--- src/verilog/an_pkg.sv ---
// constants shared by the negotiation control block and its helpers
// assumes a 25 MHz device clock and a 5-bit management register address
package an_pkg;
   // register addresses
   localparam logic [4:0] REG_BMC = 5'h00;
   localparam logic [4:0] REG_BMS = 5'h01;
   localparam logic [4:0] REG_ADV = 5'h04;
   localparam logic [4:0] REG_LPA = 5'h05;
   localparam logic [4:0] REG_EXP = 5'h06;
   localparam logic [4:0] REG_STS = 5'h10;
   // control register fields and reset value
   localparam int BMC_SPEED = 13;
   localparam int BMC_AN_EN = 12;
   localparam int BMC_RESTART = 9;
   localparam int BMC_DUPLEX = 8;
   localparam logic [15:0] BMC_RESET = 16'h3100;
   // status register: fixed ability bits, then live fields
   localparam logic [15:0] BMS_FIXED = 16'h7849;
   localparam int BMS_AN_DONE = 5;
   localparam int BMS_RFAULT = 4;
   localparam int BMS_LINK = 2;
   // advertisement and partner word layout
   localparam int ABL_LO = 5;
   localparam int ABL_HI = 8;
   localparam int SEL_HI = 4;
   localparam logic [4:0] SELECTOR = 5'h01;
   localparam int WORD_RFAULT = 13;
   localparam int WORD_NP = 15;
   localparam logic [15:0] LPA_PD100 = 16'h0081;
   localparam logic [15:0] LPA_PD10 = 16'h0021;
   // expansion register fields
   localparam int EXP_PDF = 4;
   localparam int EXP_LP_NP = 3;
   localparam int EXP_NP = 2;
   localparam int EXP_PAGE = 1;
   localparam int EXP_LP_AN = 0;
   // status summary fields
   localparam int STS_LINK = 0;
   localparam int STS_SPEED10 = 1;
   localparam int STS_DUPLEX = 2;
   localparam int STS_AN_DONE = 4;
   // ability nibble: 3=100 full, 2=100 half, 1=10 full, 0=10 half
   localparam logic [3:0] ABL_ALL = 4'hF;
   localparam logic [3:0] ABL_10 = 4'h3;
   localparam logic [3:0] ABL_100 = 4'hC;
   localparam logic [3:0] ABL_HALF = 4'h5;
   // timing
   localparam int CLK_HZ = 25_000_000;
   localparam int BREAK_MS = 1500;
   localparam int NEG_MS = 3000;
   localparam int BREAK_CYC = BREAK_MS * (CLK_HZ / 1000);
   localparam int NEG_CYC = NEG_MS * (CLK_HZ / 1000);
   // negotiation states, gray along break, negotiate, up
   typedef enum logic [1:0] {
      ST_BREAK = 2'b00,
      ST_NEG = 2'b01,
      ST_UP = 2'b11,
      ST_FORCE = 2'b10
   } an_state_t;
endpackage

--- src/verilog/ethernet_autoneg_control.sv ---
// negotiation control: registers, break/negotiate/link sequencing
// assumes a management agent drives the register port synchronously and
// the receive paths report link, partner bursts and received code words
// What this block does
// - straps sampled at reset load advertisement [8:5]
// - two-strap variant maps strap pair to abilities
// - single-strap variant: half only or all four
// - advertisement register writes override straps anytime
// - send advertised abilities while negotiating
// - resolve 100 full, 100 half, 10 full, 10 half
// - forced mode takes speed and duplex bits
// - negotiation enabled ignores speed and duplex bits
// - status summary shows resolved speed once linked
// - fixed ability bits set, T4 clear
// - status shows complete, remote fault, link, preamble
// - advertisement defaults to strap value; software may clear bits
// - partner register stores base and next pages
// - parallel detect loads 0081h or 0021h
// - parallel detect sets bit 7 or 5, selector
// - expansion shows fault, next pages, page, able
// - both receivers monitor line for parallel detect
// - parallel detect leaves partner-able clear, complete set
// - fault when both links are good
// - restart bit or lost link renegotiates
// - restart stays silent for break time first; lost link goes straight to negotiate
// - negotiation gives up and retries after timeout
`timescale 1ns/1ns
module ethernet_autoneg_control #(
   parameter bit TWO_STRAP = 1'b1,
   parameter int BREAK_CYCLES = an_pkg::BREAK_CYC,
   parameter int NEG_CYCLES = an_pkg::NEG_CYC
) (
   input wire logic clk,
   input wire logic srst,
   input wire logic adv_strap_sel0,
   input wire logic adv_strap_sel1,
   input wire logic [4:0] reg_addr,
   input wire logic [15:0] reg_wdata,
   input wire logic reg_we,
   input wire logic reg_re,
   output logic [15:0] reg_rdata,
   input wire logic link10_good,
   input wire logic link100_good,
   input wire logic flp_seen,
   input wire logic rx_page_valid,
   input wire logic [15:0] rx_page_word,
   output logic flp_tx_en,
   output logic [15:0] tx_page_word,
   output logic tx_quiet,
   output logic rx10_monitor_en,
   output logic rx100_monitor_en,
   output logic op_speed100,
   output logic op_full_duplex,
   output logic op_link_up
);
   localparam int TW = $clog2(NEG_CYCLES + BREAK_CYCLES + 1);

   // refuse timer lengths the counter cannot serve
   if (BREAK_CYCLES < 1 || NEG_CYCLES < 1) begin : g_chk
      $error("timer lengths must be at least one cycle");
   end

   an_pkg::an_state_t state_q, state_d;
   logic [TW-1:0] timer_q;
   logic speed_q, an_en_q, duplex_q, restart_q;
   logic [3:0] adv_q;
   logic [15:0] lpa_q, base_q;
   logic lp_able_q, page_q, pdf_q, an_done_q;
   logic res_spd_q, res_fd_q;
   logic [15:0] rdata_q;
   logic op_spd_q, op_fd_q, op_link_q;
   logic [3:0] strap_abl, common_abl;
   logic found, pr_spd, pr_fd;
   logic bmc_wr, adv_wr, exp_rd, timer_done;
   logic an_ok, pd_ok, pd_fault, res_link, enter_up;

   // strap decoding for the advertisement reset value
   adv_strap_decode #(
      .TWO_STRAP(TWO_STRAP)
   ) u_strap (
      .adv_strap_sel0(adv_strap_sel0),
      .adv_strap_sel1(adv_strap_sel1),
      .strap_abl(strap_abl)
   );

   // best common mode from our advertisement and the partner base page
   assign common_abl = adv_q & base_q[an_pkg::ABL_HI:an_pkg::ABL_LO];
   an_priority u_prio (
      .common_abl(common_abl),
      .found(found),
      .speed100(pr_spd),
      .full(pr_fd)
   );

   // access strobes
   assign bmc_wr = reg_we && (reg_addr == an_pkg::REG_BMC);
   assign adv_wr = reg_we && (reg_addr == an_pkg::REG_ADV);
   assign exp_rd = reg_re && (reg_addr == an_pkg::REG_EXP);

   // completion conditions while negotiating
   assign an_ok = lp_able_q && found;
   assign pd_ok = !flp_seen && !lp_able_q && (link10_good ^ link100_good);
   assign pd_fault = !flp_seen && !lp_able_q && link10_good && link100_good;
   assign res_link = res_spd_q ? link100_good : link10_good;
   assign enter_up = (state_q == an_pkg::ST_NEG) && (state_d == an_pkg::ST_UP);

   // timer end depends on the phase being timed
   always_comb begin
      timer_done = 1'b0;
      if (state_q == an_pkg::ST_BREAK) begin
         timer_done = (timer_q == TW'(BREAK_CYCLES - 1));
      end else if (state_q == an_pkg::ST_NEG) begin
         timer_done = (timer_q == TW'(NEG_CYCLES - 1));
      end
   end

   // next state
   always_comb begin
      state_d = state_q;
      case (state_q)
         an_pkg::ST_BREAK: begin
            if (!an_en_q) begin
               state_d = an_pkg::ST_FORCE;
            end else if (timer_done && !restart_q) begin
               state_d = an_pkg::ST_NEG;
            end
         end
         an_pkg::ST_NEG: begin
            if (!an_en_q) begin
               state_d = an_pkg::ST_FORCE;
            end else if (restart_q) begin
               state_d = an_pkg::ST_BREAK;
            end else if (an_ok || pd_ok) begin
               state_d = an_pkg::ST_UP;
            end else if (timer_done) begin
               state_d = an_pkg::ST_BREAK;
            end
         end
         an_pkg::ST_UP: begin
            if (!an_en_q) begin
               state_d = an_pkg::ST_FORCE;
            end else if (restart_q) begin
               state_d = an_pkg::ST_BREAK;
            end else if (!res_link) begin
               state_d = an_pkg::ST_NEG;
            end
         end
         default: begin
            if (an_en_q) begin
               state_d = an_pkg::ST_BREAK;
            end
         end
      endcase
   end

   // state register
   always_ff @(posedge clk) begin
      if (srst) begin
         state_q <= an_pkg::ST_NEG;
      end else begin
         state_q <= state_d;
      end
   end

   // phase timer restarts on every state change and on restart
   always_ff @(posedge clk) begin
      if (srst) begin
         timer_q <= '0;
      end else if (state_d != state_q || restart_q) begin
         timer_q <= '0;
      end else if (!timer_done) begin
         timer_q <= timer_q + TW'(1);
      end
   end

   // control register; writes land at any time
   always_ff @(posedge clk) begin
      if (srst) begin
         speed_q <= an_pkg::BMC_RESET[an_pkg::BMC_SPEED];
         an_en_q <= an_pkg::BMC_RESET[an_pkg::BMC_AN_EN];
         duplex_q <= an_pkg::BMC_RESET[an_pkg::BMC_DUPLEX];
      end else if (bmc_wr) begin
         speed_q <= reg_wdata[an_pkg::BMC_SPEED];
         an_en_q <= reg_wdata[an_pkg::BMC_AN_EN];
         duplex_q <= reg_wdata[an_pkg::BMC_DUPLEX];
      end
   end

   // restart bit: set by write, self-clears once break phase runs
   always_ff @(posedge clk) begin
      if (srst) begin
         restart_q <= 1'b0;
      end else if (bmc_wr && reg_wdata[an_pkg::BMC_RESTART]) begin
         restart_q <= 1'b1;
      end else if (state_q == an_pkg::ST_BREAK || state_q == an_pkg::ST_FORCE) begin
         restart_q <= 1'b0;
      end
   end

   // advertisement: straps at reset, software may clear or set later
   always_ff @(posedge clk) begin
      if (srst) begin
         adv_q <= strap_abl;
      end else if (adv_wr) begin
         adv_q <= reg_wdata[an_pkg::ABL_HI:an_pkg::ABL_LO];
      end
   end

   // partner words: every received page, or the parallel detect value
   always_ff @(posedge clk) begin
      if (srst) begin
         lpa_q <= '0;
         base_q <= '0;
      end else if (state_q == an_pkg::ST_BREAK) begin
         lpa_q <= '0;
         base_q <= '0;
      end else if (state_q == an_pkg::ST_NEG && rx_page_valid) begin
         lpa_q <= rx_page_word;
         if (!lp_able_q) begin
            base_q <= rx_page_word;
         end
      end else if (enter_up && pd_ok) begin
         lpa_q <= link100_good ? an_pkg::LPA_PD100 : an_pkg::LPA_PD10;
         base_q <= '0;
      end
   end

   // partner-able flag stays low after parallel detect
   always_ff @(posedge clk) begin
      if (srst) begin
         lp_able_q <= 1'b0;
      end else if (state_q == an_pkg::ST_BREAK) begin
         lp_able_q <= 1'b0;
      end else if (state_q == an_pkg::ST_NEG && rx_page_valid) begin
         lp_able_q <= 1'b1;
      end
   end

   // page-received: cleared on expansion read, a new page wins
   always_ff @(posedge clk) begin
      if (srst) begin
         page_q <= 1'b0;
      end else if (state_q == an_pkg::ST_NEG && rx_page_valid) begin
         page_q <= 1'b1;
      end else if (exp_rd) begin
         page_q <= 1'b0;
      end
   end

   // parallel detect fault: cleared on expansion read, a new fault wins
   always_ff @(posedge clk) begin
      if (srst) begin
         pdf_q <= 1'b0;
      end else if (state_q == an_pkg::ST_NEG && pd_fault) begin
         pdf_q <= 1'b1;
      end else if (exp_rd) begin
         pdf_q <= 1'b0;
      end
   end

   // negotiation complete and resolved mode
   always_ff @(posedge clk) begin
      if (srst) begin
         an_done_q <= 1'b0;
         res_spd_q <= 1'b0;
         res_fd_q <= 1'b0;
      end else if (enter_up) begin
         an_done_q <= 1'b1;
         if (an_ok) begin
            res_spd_q <= pr_spd;
            res_fd_q <= pr_fd;
         end else begin
            res_spd_q <= link100_good;
            res_fd_q <= 1'b0;
         end
      end else if (state_d != an_pkg::ST_UP) begin
         an_done_q <= 1'b0;
      end
   end

   // operating mode: negotiated result or forced bits
   always_ff @(posedge clk) begin
      if (srst) begin
         op_spd_q <= 1'b0;
         op_fd_q <= 1'b0;
         op_link_q <= 1'b0;
      end else if (state_q == an_pkg::ST_FORCE) begin
         op_spd_q <= speed_q;
         op_fd_q <= duplex_q;
         op_link_q <= speed_q ? link100_good : link10_good;
      end else if (state_q == an_pkg::ST_UP) begin
         op_spd_q <= res_spd_q;
         op_fd_q <= res_fd_q;
         op_link_q <= res_link;
      end else begin
         op_link_q <= 1'b0;
      end
   end

   // registered read data; unmapped addresses read zero
   always_ff @(posedge clk) begin
      if (srst) begin
         rdata_q <= '0;
      end else if (reg_re) begin
         rdata_q <= '0;
         if (reg_addr == an_pkg::REG_BMC) begin
            rdata_q[an_pkg::BMC_SPEED] <= speed_q;
            rdata_q[an_pkg::BMC_AN_EN] <= an_en_q;
            rdata_q[an_pkg::BMC_RESTART] <= restart_q;
            rdata_q[an_pkg::BMC_DUPLEX] <= duplex_q;
         end else if (reg_addr == an_pkg::REG_BMS) begin
            rdata_q <= an_pkg::BMS_FIXED;
            rdata_q[an_pkg::BMS_AN_DONE] <= an_done_q;
            rdata_q[an_pkg::BMS_RFAULT] <= base_q[an_pkg::WORD_RFAULT];
            rdata_q[an_pkg::BMS_LINK] <= op_link_q;
         end else if (reg_addr == an_pkg::REG_ADV) begin
            rdata_q[an_pkg::ABL_HI:an_pkg::ABL_LO] <= adv_q;
            rdata_q[an_pkg::SEL_HI:0] <= an_pkg::SELECTOR;
         end else if (reg_addr == an_pkg::REG_LPA) begin
            rdata_q <= lpa_q;
         end else if (reg_addr == an_pkg::REG_EXP) begin
            rdata_q[an_pkg::EXP_PDF] <= pdf_q;
            rdata_q[an_pkg::EXP_LP_NP] <= base_q[an_pkg::WORD_NP];
            rdata_q[an_pkg::EXP_NP] <= 1'b0;
            rdata_q[an_pkg::EXP_PAGE] <= page_q;
            rdata_q[an_pkg::EXP_LP_AN] <= lp_able_q;
         end else if (reg_addr == an_pkg::REG_STS) begin
            rdata_q[an_pkg::STS_LINK] <= op_link_q;
            rdata_q[an_pkg::STS_SPEED10] <= op_link_q && !op_spd_q;
            rdata_q[an_pkg::STS_DUPLEX] <= op_link_q && op_fd_q;
            rdata_q[an_pkg::STS_AN_DONE] <= an_done_q;
         end
      end
   end

   // link side: bursts carry the live advertisement word
   always_comb begin
      tx_page_word = '0;
      tx_page_word[an_pkg::ABL_HI:an_pkg::ABL_LO] = adv_q;
      tx_page_word[an_pkg::SEL_HI:0] = an_pkg::SELECTOR;
   end

   // bursts only while negotiating, silence during break
   assign flp_tx_en = (state_q == an_pkg::ST_NEG);
   assign tx_quiet = (state_q == an_pkg::ST_BREAK);
   assign rx10_monitor_en = (state_q == an_pkg::ST_NEG);
   assign rx100_monitor_en = (state_q == an_pkg::ST_NEG);

   // outputs
   assign reg_rdata = rdata_q;
   assign op_speed100 = op_spd_q;
   assign op_full_duplex = op_fd_q;
   assign op_link_up = op_link_q;
endmodule

--- src/verilog/adv_strap_decode.sv ---
// maps advertisement strap levels onto the four ability bits
// assumes straps are static while reset is held
`timescale 1ns/1ns
module adv_strap_decode #(
   parameter bit TWO_STRAP = 1'b1
) (
   input wire logic adv_strap_sel0,
   input wire logic adv_strap_sel1,
   output logic [3:0] strap_abl
);
   // decode per variant
   always_comb begin
      if (TWO_STRAP) begin
         case ({adv_strap_sel1, adv_strap_sel0})
            2'b00: strap_abl = an_pkg::ABL_10;
            2'b01: strap_abl = an_pkg::ABL_100;
            2'b10: strap_abl = an_pkg::ABL_HALF;
            default: strap_abl = an_pkg::ABL_ALL;
         endcase
      end else begin
         strap_abl = adv_strap_sel0 ? an_pkg::ABL_ALL : an_pkg::ABL_HALF;
      end
   end
endmodule

--- src/verilog/an_priority.sv ---
// picks the best mode common to both ends
// assumes the common nibble is already masked by both sides
`timescale 1ns/1ns
module an_priority (
   input wire logic [3:0] common_abl,
   output logic found,
   output logic speed100,
   output logic full
);
   // highest priority first
   always_comb begin
      found = 1'b1;
      speed100 = 1'b0;
      full = 1'b0;
      if (common_abl[3]) begin
         speed100 = 1'b1;
         full = 1'b1;
      end else if (common_abl[2]) begin
         speed100 = 1'b1;
      end else if (common_abl[1]) begin
         full = 1'b1;
      end else if (!common_abl[0]) begin
         found = 1'b0;
      end
   end
endmodule

--- config.mk ---
export PLATFORM = sky130hd
export DESIGN_NAME = ethernet_autoneg_control
export DESIGN_NICKNAME = d
export VERILOG_FILES = /design/src/verilog/an_pkg.sv /design/src/verilog/ethernet_autoneg_control.sv /design/src/verilog/adv_strap_decode.sv /design/src/verilog/an_priority.sv
export SDC_FILE = /design/constraint.sdc
export NUM_CORES = 1
export LEC_CHECK = 0
export BUFFER_PORTS_ARGS = -buffer_cell sky130_fd_sc_hd__buf_2
export CAP_MARGIN = 15
export CORE_ASPECT_RATIO = 1.2
export CORE_MARGIN = 2
export CORE_UTILIZATION = 49
export CTS_CLUSTER_DIAMETER = 60
export DETAILED_ROUTE_END_ITERATION = 8
export GPL_ROUTABILITY_DRIVEN = 0
export PLACE_DENSITY_LB_ADDON = 0.1
export SETUP_SLACK_MARGIN = 0.3
export SLEW_MARGIN = 20
export SYNTH_ARGS = -nofsm -noshare
export SYNTH_HDL_FRONTEND = slang
export SYNTH_SLANG_ARGS = --single-unit
--- constraint.sdc ---
create_clock -name clk -period 1.9 [get_ports clk]
set_input_delay 0.19 -clock clk [delete_from_list [all_inputs] [get_ports clk]]
set_output_delay 0.19 -clock clk [all_outputs]
set_load 0.03 [all_outputs]
==> results.txt, run 1 <==
Across the run, the number of max-cap violations was 0. After clock tree synthesis, the flow added hold-fix buffers numbering 0. After synthesis, the netlist uses 62 different library cells. Across every metal layer, demand over resource in global routing totals 23.20%. For the finished layout, the period the worst path requires is 1.812 ns. Setup repair after global routing could not meet its margin everywhere.

The first routing iteration left 169 violations. The placement row count is 36, and the post-placement cell count is 641. The buffer cell driving the clock tree root was sky130_fd_sc_hd__clkbuf_8. The run gives 2.15 ns as the required time at the worst-slack endpoint. At the worst endpoint, the arrival time is 2.06 ns.

The class of the tightest hold or removal check is primary input to flip-flop. Of the cells placed in the final design, the portion with a size suffix greater than 1 is 34.04%. Before antenna repair, the detailed router went through 4 iterations. Input and output buffers added on the ports amount to 64. The tools report the post-route worst hold slack as 0.06831 ns. Between clock sinks in the finished design, the worst skew comes to 0.009187 ns. The share of synthesized flip-flops with an asynchronous set or reset was 0%; the mean post-synth cell area was 8.638 um2.

Summed over its instances, the top area cell type makes up 39.62% of the synthesized netlist area. The number of flip-flops and latches in the synthesized netlist was 84; the post-route total power was 3854 uW. The synthesized netlist occupies a cell area of 4043 um2. TritonCTS built the clock tree. In this run the standard cell core region covers 8063 um2. For the net count of the finished layout, the log shows 614. The sequential cell area fraction in the yosys report was 42.59%; the per-cell via count in the routed design was 5.459. The initial standard-cell utilization of the core was 50.14%. Along the worst path, the maximum fanout reaches 24.

The logic depth of the worst register-to-register path works out to 7. Kind of critical path: flip-flop to flip-flop. The leakage power total was 0.002083 uW. The logs give 3 for the number of H-tree levels and 0 for the number of warnings issued by yosys.

The run gives 0 as the count of endpoints failing hold in the final timing report. The floorplan step set the die width to 86.92 um. The boundary pin count is 86. The floorplan die area was 8996 um2; the number of max-slew violations in the final report was 0. From bottom edge to top edge, the die measures 103.5 um.

The number of cells traversed by the worst hold path was 3; the number of vias in the routed layout was 3614. After detailed routing, the average wire length per cell comes to 15.22 um. After the flow finishes, the layout carries non-filler instances totaling 662. Clock tree synthesis inserted a total of 9 buffers. The maximum clock path buffer count was 2. The tree built by TritonCTS fans out to 84 sinks. In the synthesized netlist the dominant register cell turns out to be sky130_fd_sc_hd__dfxtp_1. After layout, the worst path uses 95.38% of the clock period.

The run gives 0 as the number of antenna violations at the first check in global routing. The final number of setup-violating endpoints came out at 0. The synthesized design contains 4 enable-type register cells. Ranked by total cell area, the synthesized netlist is headed by sky130_fd_sc_hd__dfxtp_1, sky130_fd_sc_hd__nor2_1, sky130_fd_sc_hd__nand2_1. The cell type with the largest total area after synthesis is sky130_fd_sc_hd__dfxtp_1. STA classifies the critical path endpoint as a flip-flop. The total negative slack for setup checks was 0 ns; the pin count of the biggest net entering global routing was 26. The flow ran to the end, and the final reports show no timing, DRC or antenna violations. Leaving out fill and tap cells, the most frequent cells in the layout are sky130_fd_sc_hd__dfxtp_1, sky130_fd_sc_hd__buf_2, sky130_fd_sc_hd__nor2_1. The register clock-pin slew on the reported worst setup and hold paths was 0.09 ns; the maximum VDD drop was 0.0004728 V.

Dividing total power by cell area gives a power density of 768.8 nW/um2. Summed over all layers, the global routing overflow is 0. Static timing analysis puts the maximum clock frequency at 551.8 MHz. Cells fill 62.18% of the core in the end.

The first global-routing pass estimated 16.73 mm of wire. The run gives 7.653 mm as the detailed placement HPWL. The total length of routed wires came out at 10.08 mm. The number of antenna diodes in the final layout is 0. Leaving out fill and tap cells, the most frequent cell in the layout is sky130_fd_sc_hd__dfxtp_1. From synthesis to final layout, the design area changed by 24.02%. In this run the remaining antenna-violating nets after routing total 0. The tools report the insertion delay to the later sink of the worst-skew pair as 0.36 ns. STA classifies the critical path startpoint as a flip-flop.

Synthesis handed over a netlist of 468 instances. The tools report the number of global-route vias before repair as 3486. The final routed DRC violation total came out at 0.
## cell families after synthesis
family / after synthesis / share of synthesized area [%]
fa+ha+maj: 5 / 1.548
compound gates: 88 / 16.00
xor+xnor: 25 / 5.416
other cells: 2 / 0.1858
simple gates: 207 / 26.09
mux: 7 / 1.764
buf+inv: 50 / 6.406
flops: 84 / 42.59
## synth_stat cells, drive strengths merged (2+ instances only)
library cell   n
nor3b          5
edfxtp         4
inv           13
mux2i          6
o21ai          5
and4           3
xnor2         14
nand3         18
nand4          8
conb           2
a211oi         8
buf           20
a2bb2oi        2
clkbuf        17
and2b          4
a21oi         23
a311oi         2
a211o          3
a221oi         4
ha             5
a21o           2
and3           8
nor3          18
a222oi         3
nor2          78
nand2         46
nor4           7
a32oi          2
a31oi          2
dfxtp         80
a22o           3
a22oi         21
xor2          11
o22ai          3
and2           2
nor2b          3
## through the flow
stage / worst slack (ns) / instance area [um2]
6_report: 0.08770 / 5014
4_1_cts: 0.08167 / 4918
3_3_place_gp: 0.09828 / 4692
3_5_place_dp: 0.07228 / 4692
5_1_grt: 0.01374 / 5014
2_1_floorplan: 0.1451 / 4143
## where the power goes
group	internal [uW]	switching (uW)	leakage, uW
clock network	521	677	0.0000904
logic	282	442	0.00130
registers	1860	67.1	0.000696
total	2670	1190	0.00208
## per-layer routing
layer	vias to the layer above	global-route usage, %	part of all wire, %
li1	1823	-	-
met1	1707	29.63	44
met2	74	39.48	51
met3	10	4.223	4.3
met4	0	6.473	1.0
met5	-	0	0
## final timing paths
kind,from,endpoint,slack (ns)
max,timer_q[22],timer_q[2],0.09
min,rx_page_word[9],lpa_q[9],0.07
max reg2reg,timer_q[22],timer_q[2],0.09
min reg2reg,reg_rdata[11],reg_rdata[11],0.46
## final cells by class
class                      instances  area (um2)
tap                               95       118.9
inverter                          13       48.80
clock inverter                     6       48.80
clock buffer                      10       137.6
timing repair buffer             110       688.2
multi-input combinational        344        2227
sequential                        84        1744
fill                             727        3049
## repair_timing
| item | in CTS | in global routing |
|---|---|---|
| pin swaps | 1 | 2 |
| resized for setup | 11 | 19 |
| endpoints found under the setup margin | 51 | 50 |
| setup buffers | 2 | 3 |
## sequential cells by signal, summed over array words and instances, names as in the netlist
name            cells
restart_q           1
page_q              1
res_spd_q           1
op_speed100         1
pdf_q               1
an_done_q           1
reg_rdata          16
base_q              6
res_fd_q            1
adv_q               4
op_full_duplex      1
speed_q             1
an_en_q             1
duplex_q            1
state_q             2
lp_able_q           1
timer_q            27
op_link_up          1
lpa_q              16
## worst max-delay path, cell delays in order (launching register included)
cell	delay [ns]
sky130_fd_sc_hd__dfxtp_2	0.41
sky130_fd_sc_hd__nand4_2	0.16
sky130_fd_sc_hd__or4_4	0.48
sky130_fd_sc_hd__o22ai_4	0.15
sky130_fd_sc_hd__nand2_4	0.08
sky130_fd_sc_hd__o21ai_4	0.15
sky130_fd_sc_hd__buf_12	0.22
sky130_fd_sc_hd__nor3b_1	0.07
(Power assumes the default switching activity.)
==> run 2: changes to the inputs <==
CORE_UTILIZATION = 25   (was 49)
==> results.txt, run 2 (synthesis results as in run 1) <==
In this run the deepest clock path goes through 2 buffers. Capturing element type of the critical path: a flip-flop. Input and output buffers added on the ports amount to 64. The first global-routing pass estimated 18.95 mm of wire. The total overflow left after global routing is 0. The logs give 84 for the number of sinks handled by clock tree synthesis and 14.31% for the total track usage. After layout, the worst path uses 97.38% of the clock period. For the net count of the finished layout, the log shows 617. At the worst endpoint, the required time is 2.14 ns. The final routed DRC violation total came out at 0. The setup skew after layout came out at 0.008129 ns. Relative to the synthesized area, the layout overhead comes to 30.70%. Excluding fillers, the count of instances in the completed layout stands at 778. Across the VDD grid, the largest voltage drop is 0.0003834 V. The number of max-slew violations in the final report came out at 0. The number of global-route vias before repair was 3498; the detailed placement HPWL was 9.150 mm. The critical path runs through a total of 7 cells. Entering global routing, the biggest net connects 27 pins. The insertion delay to the later sink of the worst-skew pair came out at 0.35 ns. Summed over all failing endpoints, the final setup total negative slack is 0 ns.

Setup repair after global routing could not meet its margin everywhere. Dividing total power by cell area gives a power density of 840.2 nW/um2. Counting flops per register, the top entry is timer_q. The worst hold path passes through 3 cells. At the end of the flow the core is filled with cells to 33.65%. The filler cells instantiated in the layout total 1674. The flip-flop count of the largest register, all copies and words added was 27; the number of vias in the routed layout was 3606. The count of nets left with antenna violations once routing finished came out at 0. Hold repair after CTS inserted 0 buffers. The H-tree was split into 3 levels. The floorplan step set the die width to 120.1 um. Wires add up to 11.83 mm. Of all nets on the critical path, the largest fanout is 12. After floorplanning, the core was divided into 50 placement rows. The number of antenna violations at the first check in global routing is 0. The flow ran to the end, and the final reports show no timing, DRC or antenna violations.

The routed length per placed instance works out to 15.21 um. The library cells used most frequently in the layout, excluding fill and tap cells, are sky130_fd_sc_hd__dfxtp_1, sky130_fd_sc_hd__buf_2, sky130_fd_sc_hd__nor2_1. For the count of endpoints failing hold in the final timing report, the log shows 0. Antenna cell count: 0. Buffer cell driving the clock tree root: sky130_fd_sc_hd__clkbuf_16. The tools report the post-placement cell count as 757. In the final layout, flip-flops and latches occupy 1740 um2. 86 I/O pins were placed. The class of the tightest hold or removal check is primary input to flip-flop. In this design, the largest share of critical-path delay is due to simple AND/OR/NAND/NOR gates. The arrival time of the worst setup path is 2.09 ns. The initial utilization of the core area, before any placement, comes to 25.75%. The tools report the total core area as 15700 um2. The critical path goes through nand4b_1 > or4_4 > o22ai_4 > nand2_4 > o21ai_4 > clkbuf_16 > nor2_2. Of the cells placed in the final design, the portion with a size suffix greater than 1 is 33.16%.

The most common cell after layout, fill and taps aside is sky130_fd_sc_hd__dfxtp_1. After clock tree synthesis, the clock-pin slew on the worst setup and hold paths is 0.07 ns. The number of buffer and inverter stages on the critical path came out at 1. The tools report the launch point of the critical path as timer_q[10].

Summing all multi-input logic gate instances after layout gives 2211 um2. The final number of setup-violating endpoints was 0. TritonCTS built the clock tree. Based on the critical path, the design can be clocked at up to 540.5 MHz. STA classifies the critical path startpoint as a flip-flop. The standard cell with the maximum stage delay on the critical path is sky130_fd_sc_hd__or4_4.

The height of the die was 143.3 um. The leakage power total was 0.002147 uW. Buffers inserted during clock tree synthesis total 9. Kind of critical path: flip-flop to flip-flop. The starting DRC count in detailed routing was 160; the floorplan die area was 17210 um2. The startpoint identified for the worst register-to-register timing path is timer_q[10].

The per-cell via count in the routed design was 4.635. The max-capacitance violation count was 0. In this design, the stage delay of the slowest critical-path cell is 0.52 ns. The final period demand of the worst path works out to 1.850 ns.

The run gives 4 as the detailed-routing iteration count for the pre-antenna-repair pass. The tools report the start point of the worst hold path as rx_page_word[2]. Counting cells, the worst reg-to-reg path comes to 7.
-- run 2: cell types whose count changed in the layout (fill, tap and decap cells not counted), sizes merged --
| cell | previous run | this run |
|---|---|---|
| clkbuf | 10 | 12 |
| inv | 14 | 19 |
| clkinv | 3 | 0 |
| clkinvlp | 2 | 1 |
-- run 2: power breakdown --
part / total (uW) / internal [uW] / switching, uW
Combinational: 761 / 297 / 464
Clock: 1750 / 924 / 824
Sequential: 1930 / 1870 / 65.5
-- run 2: final cells by class --
class / instances / area share (%)
well taps: 208 / 4.925
inverters: 13 / 0.9235
clock inverters: 7 / 1.231
multi-input cells: 344 / 41.84
repair buffers: 113 / 13.88
clock buffers: 9 / 4.262
flip-flops and latches: 84 / 32.94
-- run 2: final timing paths --
path,endpoint,slack (ns)
worst max-delay path,timer_q[10],0.05
worst min-delay path,lpa_q[2],0.07
worst max register to register,timer_q[10],0.05
worst min register to register,reg_rdata[14],0.46
-- run 2: repair_timing --
action	in CTS	in global routing
setup endpoints to repair	49	45
resized for setup	7	17
buffers inserted	2	2
cloned	0	1
endpoints found under the hold margin	0	0
pin swaps	1	1
-- run 2: worst min-delay path: stages --
cell	delay [ns]
sky130_fd_sc_hd__buf_2	0.07
sky130_fd_sc_hd__a22oi_1	0.05
sky130_fd_sc_hd__nor2_1	0.07
-- run 2: routing by layer --
metal | routed length, um | global-route usage, % | share of wire, %
met3 | 475 | 2.817 | 4.0
met5 | 0 | 0 | 0
met4 | 240 | 6.502 | 2.0
met1 | 5279 | 17.63 | 45
met2 | 5836 | 24.10 | 49
-- run 2: stage by stage --
stage	area [um2]	power [uW]	setup WS, ns	hold slack (ns)
final	5284	4439	0.04974	0.07328
after global routing	5284	4681	-0.02717	0.07432
after CTS	5177	4489	0.06758	0.05887
after detailed placement	4856	2698	0.05875	0.4317
after global placement	4856	2691	0.04506	0.4266
after floorplan	4143	2454	0.1451	0.3383
==> run 3: changes to the inputs <==
SYNTH_HIERARCHICAL = 1   (was unset)
==> results.txt, run 3 <==
In the global route stage, overall resource usage came out at 14.60%. The run finished, with violations left. The final routed DRC violation total came out at 0. The multi-input combinational cells in the finished layout cover a total of 2265 um2. The run gives 443.4 MHz as the highest clock rate.

The cell count after synthesis came out at 465. The logs give 3714 for the number of global-route vias before repair and 1723 um2 for the area used by sequential logic in the layout. The required time at the worst-slack endpoint was 2.14 ns. The worst register-to-register path begins at adv_q[2]. The flip-flop count of the largest register, all copies and words added came out at 27.

The minimum setup slack in the final design is -0.3554 ns, and the antenna cell count is 0. The number of vias in the routed layout is 3642, and the net count of the finished layout is 632. At the placement stage, the worst setup path has a slack of -0.3456 ns. The number of different library cells used by synthesis comes to 63.

The power density over the cells was 891.3 nW/um2; the number of buffer cells added on primary ports was 64. STA classifies the critical path endpoint as a flip-flop. Counting I/O delays and the setup requirement, the final critical path takes 2.255 ns.

The floorplan step set the die height to 143.7 um. The register-to-register setup slack was -0.36 ns. The boundary pin count was 86; the count of antenna-violating nets left after detailed routing was 0. In the final timing run, aggregate negative setup slack is -8.979 ns. Commonest register cell after synthesis: sky130_fd_sc_hd__dfxtp_1. Count of endpoints failing hold in the final timing report: 0.

The maximum VDD drop was 0.0003132 V; the die span in x was 120.4 um. On the final layout, the worst clock skew is 0.007242 ns. In the final routed layout, each cell accounts on average for 15.17 um. The cell type with the largest total area after synthesis was sky130_fd_sc_hd__dfxtp_1. The run gives 0 as the number of antenna violations at the first check in global routing. The tools report the buffer cell driving the clock tree root as sky130_fd_sc_hd__clkbuf_16.

The number of max-slew violations in the final report was 0. The starting DRC count in detailed routing was 161; the total core area was 16080 um2. The first global-routing pass estimated 19.35 mm of wire. The critical path startpoint category is a flip-flop.

Counting instances in the post-synthesis netlist gives the leading cell types as sky130_fd_sc_hd__dfxtp_1, sky130_fd_sc_hd__nor2_1, sky130_fd_sc_hd__nand2_1, sky130_fd_sc_hd__a21oi_1, sky130_fd_sc_hd__nand3_1. For the arrival time of the worst setup path, the log shows 2.50 ns. The number of warnings issued by yosys was 6; the number of cells in the finished layout apart from fillers was 797. In this run the biggest area consumer among cell types represents 39.37% of the synthesized area. The library cells used most frequently in the layout, excluding fill and tap cells, are sky130_fd_sc_hd__dfxtp_1, sky130_fd_sc_hd__buf_2, sky130_fd_sc_hd__buf_4. Along the worst path, the maximum fanout reaches 4.

The pin count of the biggest net entering global routing came out at 31. Following the worst setup path forward leads to its endpoint at an_done_q. In the synthesized netlist the async set-or-reset flop fraction comes to 0%. For the final-layout fill cell count, the log shows 1724.

The checks that failed: setup timing. The floorplan die area is 17310 um2. The tools report the launch point of the critical path as adv_q[2].

The worst register-to-register path ends at an_done_q. The tool flagged a number of max-cap violations equal to 0. The total length of routed wires was 12.09 mm; the netlist area before placement was 4068 um2. For the worst flop-to-flop path, the logic depth is 12. The H-tree generated during clock tree synthesis spans 3 levels.

TritonCTS built the clock tree. The tree built by TritonCTS fans out to 84 sinks. Clock-pin slew was measured on the worst setup and hold paths at 0.07 ns. After detailed routing, the number of vias per cell comes to 4.570. The cell with the most instances after synthesis is sky130_fd_sc_hd__dfxtp_1. The share of the Yosys chip area taken by registers is 42.33%. The detailed placement HPWL was 9.144 mm. Hold repair after CTS inserted 0 buffers. The mean post-synth cell area is 8.748 um2, and the slew at the pin with the worst max-slew slack is 0.5182 ns. The class of the tightest hold or removal check is primary input to flip-flop.

For this run, the share of the core covered by cells in the final layout is 34.53%. The detailed-routing iteration count for the pre-antenna-repair pass is 4. The number of flip-flops and latches in the synthesized netlist is 84. Yosys attributes the largest share of cell area to sky130_fd_sc_hd__dfxtp_1, sky130_fd_sc_hd__nor2_1, sky130_fd_sc_hd__a21oi_1. The final critical path takes up 118.7% of the cycle. TritonCTS created 9 clock buffers.

Setup repair after global routing could not meet its margin everywhere. Of the cells placed in the final design, the portion with a size suffix greater than 1 is 33.68%. Summed over all layers, the global routing overflow is 0. No sink is reached through more buffers than the 2 on the longest clock path.

The count of flip-flops with a built-in enable after synthesis is 4, and the final number of setup-violating endpoints is 32. In this run the core area contains 51 standard-cell rows. The number of placed instances, taps included, is 770. Register with the most flip-flops: timer_q.

Once the floorplan was initialized, standard cells occupied 25.30% of the core. In this run the static leakage power is 0.002309 uW. The worst slew slack as a fraction of its limit was 65.45%. The library cell used most frequently in the layout, excluding fill and tap cells, is sky130_fd_sc_hd__dfxtp_1.

The insertion delay to the later sink of the worst-skew pair is 0.35 ns. The critical path is of the flip-flop to flip-flop type. The relative area change from synthesis to final layout was 36.51%. The number of cells traversed by the worst hold path came out at 2. Power comes to 4949 uW.
[run 3: changes by cell type after synthesis, moves of 5 or more]
cell	delta
sky130_fd_sc_hd__nor2_2	-17
sky130_fd_sc_hd__nand2b_1	+14
sky130_fd_sc_hd__nand2_1	-11
sky130_fd_sc_hd__o21ai_0	+11
sky130_fd_sc_hd__a22oi_1	-10
sky130_fd_sc_hd__mux2i_1	+7
sky130_fd_sc_hd__nor3_1	-7
sky130_fd_sc_hd__a21oi_1	+6
sky130_fd_sc_hd__a22o_1	+6
sky130_fd_sc_hd__nand4_1	+6
sky130_fd_sc_hd__mux2_2	+5
sky130_fd_sc_hd__xnor2_1	-5
[run 3: worst min-delay path by stage]
stage | from | end | slack [ns]
after floorplan | rx_page_word[10] | lpa_q[10] | 0.32
after global placement | rx_page_word[11] | lpa_q[11] | 0.40
after detailed placement | rx_page_word[11] | lpa_q[11] | 0.41
after CTS | rx_page_word[3] | lpa_q[3] | 0.04
after global routing | rx_page_word[3] | lpa_q[3] | 0.04
final | rx_page_word[10] | lpa_q[10] | 0.05
[run 3: critical path: stages, from the launching register on]
cell and delay [ns]:
sky130_fd_sc_hd__edfxtp_1 0.38, sky130_fd_sc_hd__and2_4 0.17, sky130_fd_sc_hd__or2_1 0.24, sky130_fd_sc_hd__or3_4 0.34
sky130_fd_sc_hd__nand2_2 0.08, sky130_fd_sc_hd__a21boi_4 0.22, sky130_fd_sc_hd__buf_4 0.14, sky130_fd_sc_hd__buf_6 0.08
sky130_fd_sc_hd__buf_6 0.08, sky130_fd_sc_hd__a31o_4 0.13, sky130_fd_sc_hd__a21oi_2 0.06, sky130_fd_sc_hd__buf_4 0.12
sky130_fd_sc_hd__o211a_1 0.11
[run 3: cell families after synthesis]
group | count (synthesis) | synth area share (%)
adders and majority gates | 5 | 1.538
AOI/OAI and AO/OA | 87 | 14.33
buffers and inverters | 47 | 6.644
muxes | 19 | 4.860
DFF | 84 | 42.33
xor gates and xnor gates | 21 | 4.522
and+or+nand+nor | 200 | 25.59
other | 2 | 0.1846
[run 3: final cells by class]
class,instances,area share (%)
clock inverter,5,2.321
inverter,11,0.7436
timing repair buffer,130,15.59
tap,212,4.777
multi-input combinational,344,40.78
clock buffer,11,4.754
sequential,84,31.03
[run 3: power breakdown]
part	internal (uW)	leakage, uW	switching [uW]
Clock	1540	0.000191	763
Combinational	311	0.00143	422
Sequential	1860	0.000689	57.1
[run 3: stage by stage]
step | hold WS (ns) | cell area (um2)
after detailed placement | 0.4065 | 4911
after global routing | 0.04065 | 5553
after global placement | 0.4028 | 4911
after CTS | 0.04276 | 5419
after floorplan | 0.3157 | 4129
final | 0.04978 | 5553
[run 3: per-layer routing]
metal  share of wire [%]  vias to the layer above  global-route usage [%]
met2                  52                       65                   26.02
li1                    -                     1851                       -
met4                 2.0                        0                   6.181
met1                  43                     1710                   17.07
met3                 3.1                       16                   2.698
met5                   0                        -                       0
[run 3: repair_timing]
item	in CTS	in global routing
gates cloned	1	0
pin swaps	3	5
endpoints found under the setup margin	43	53
setup buffers	3	7
hold endpoints to repair	0	0
resized for setup	26	20
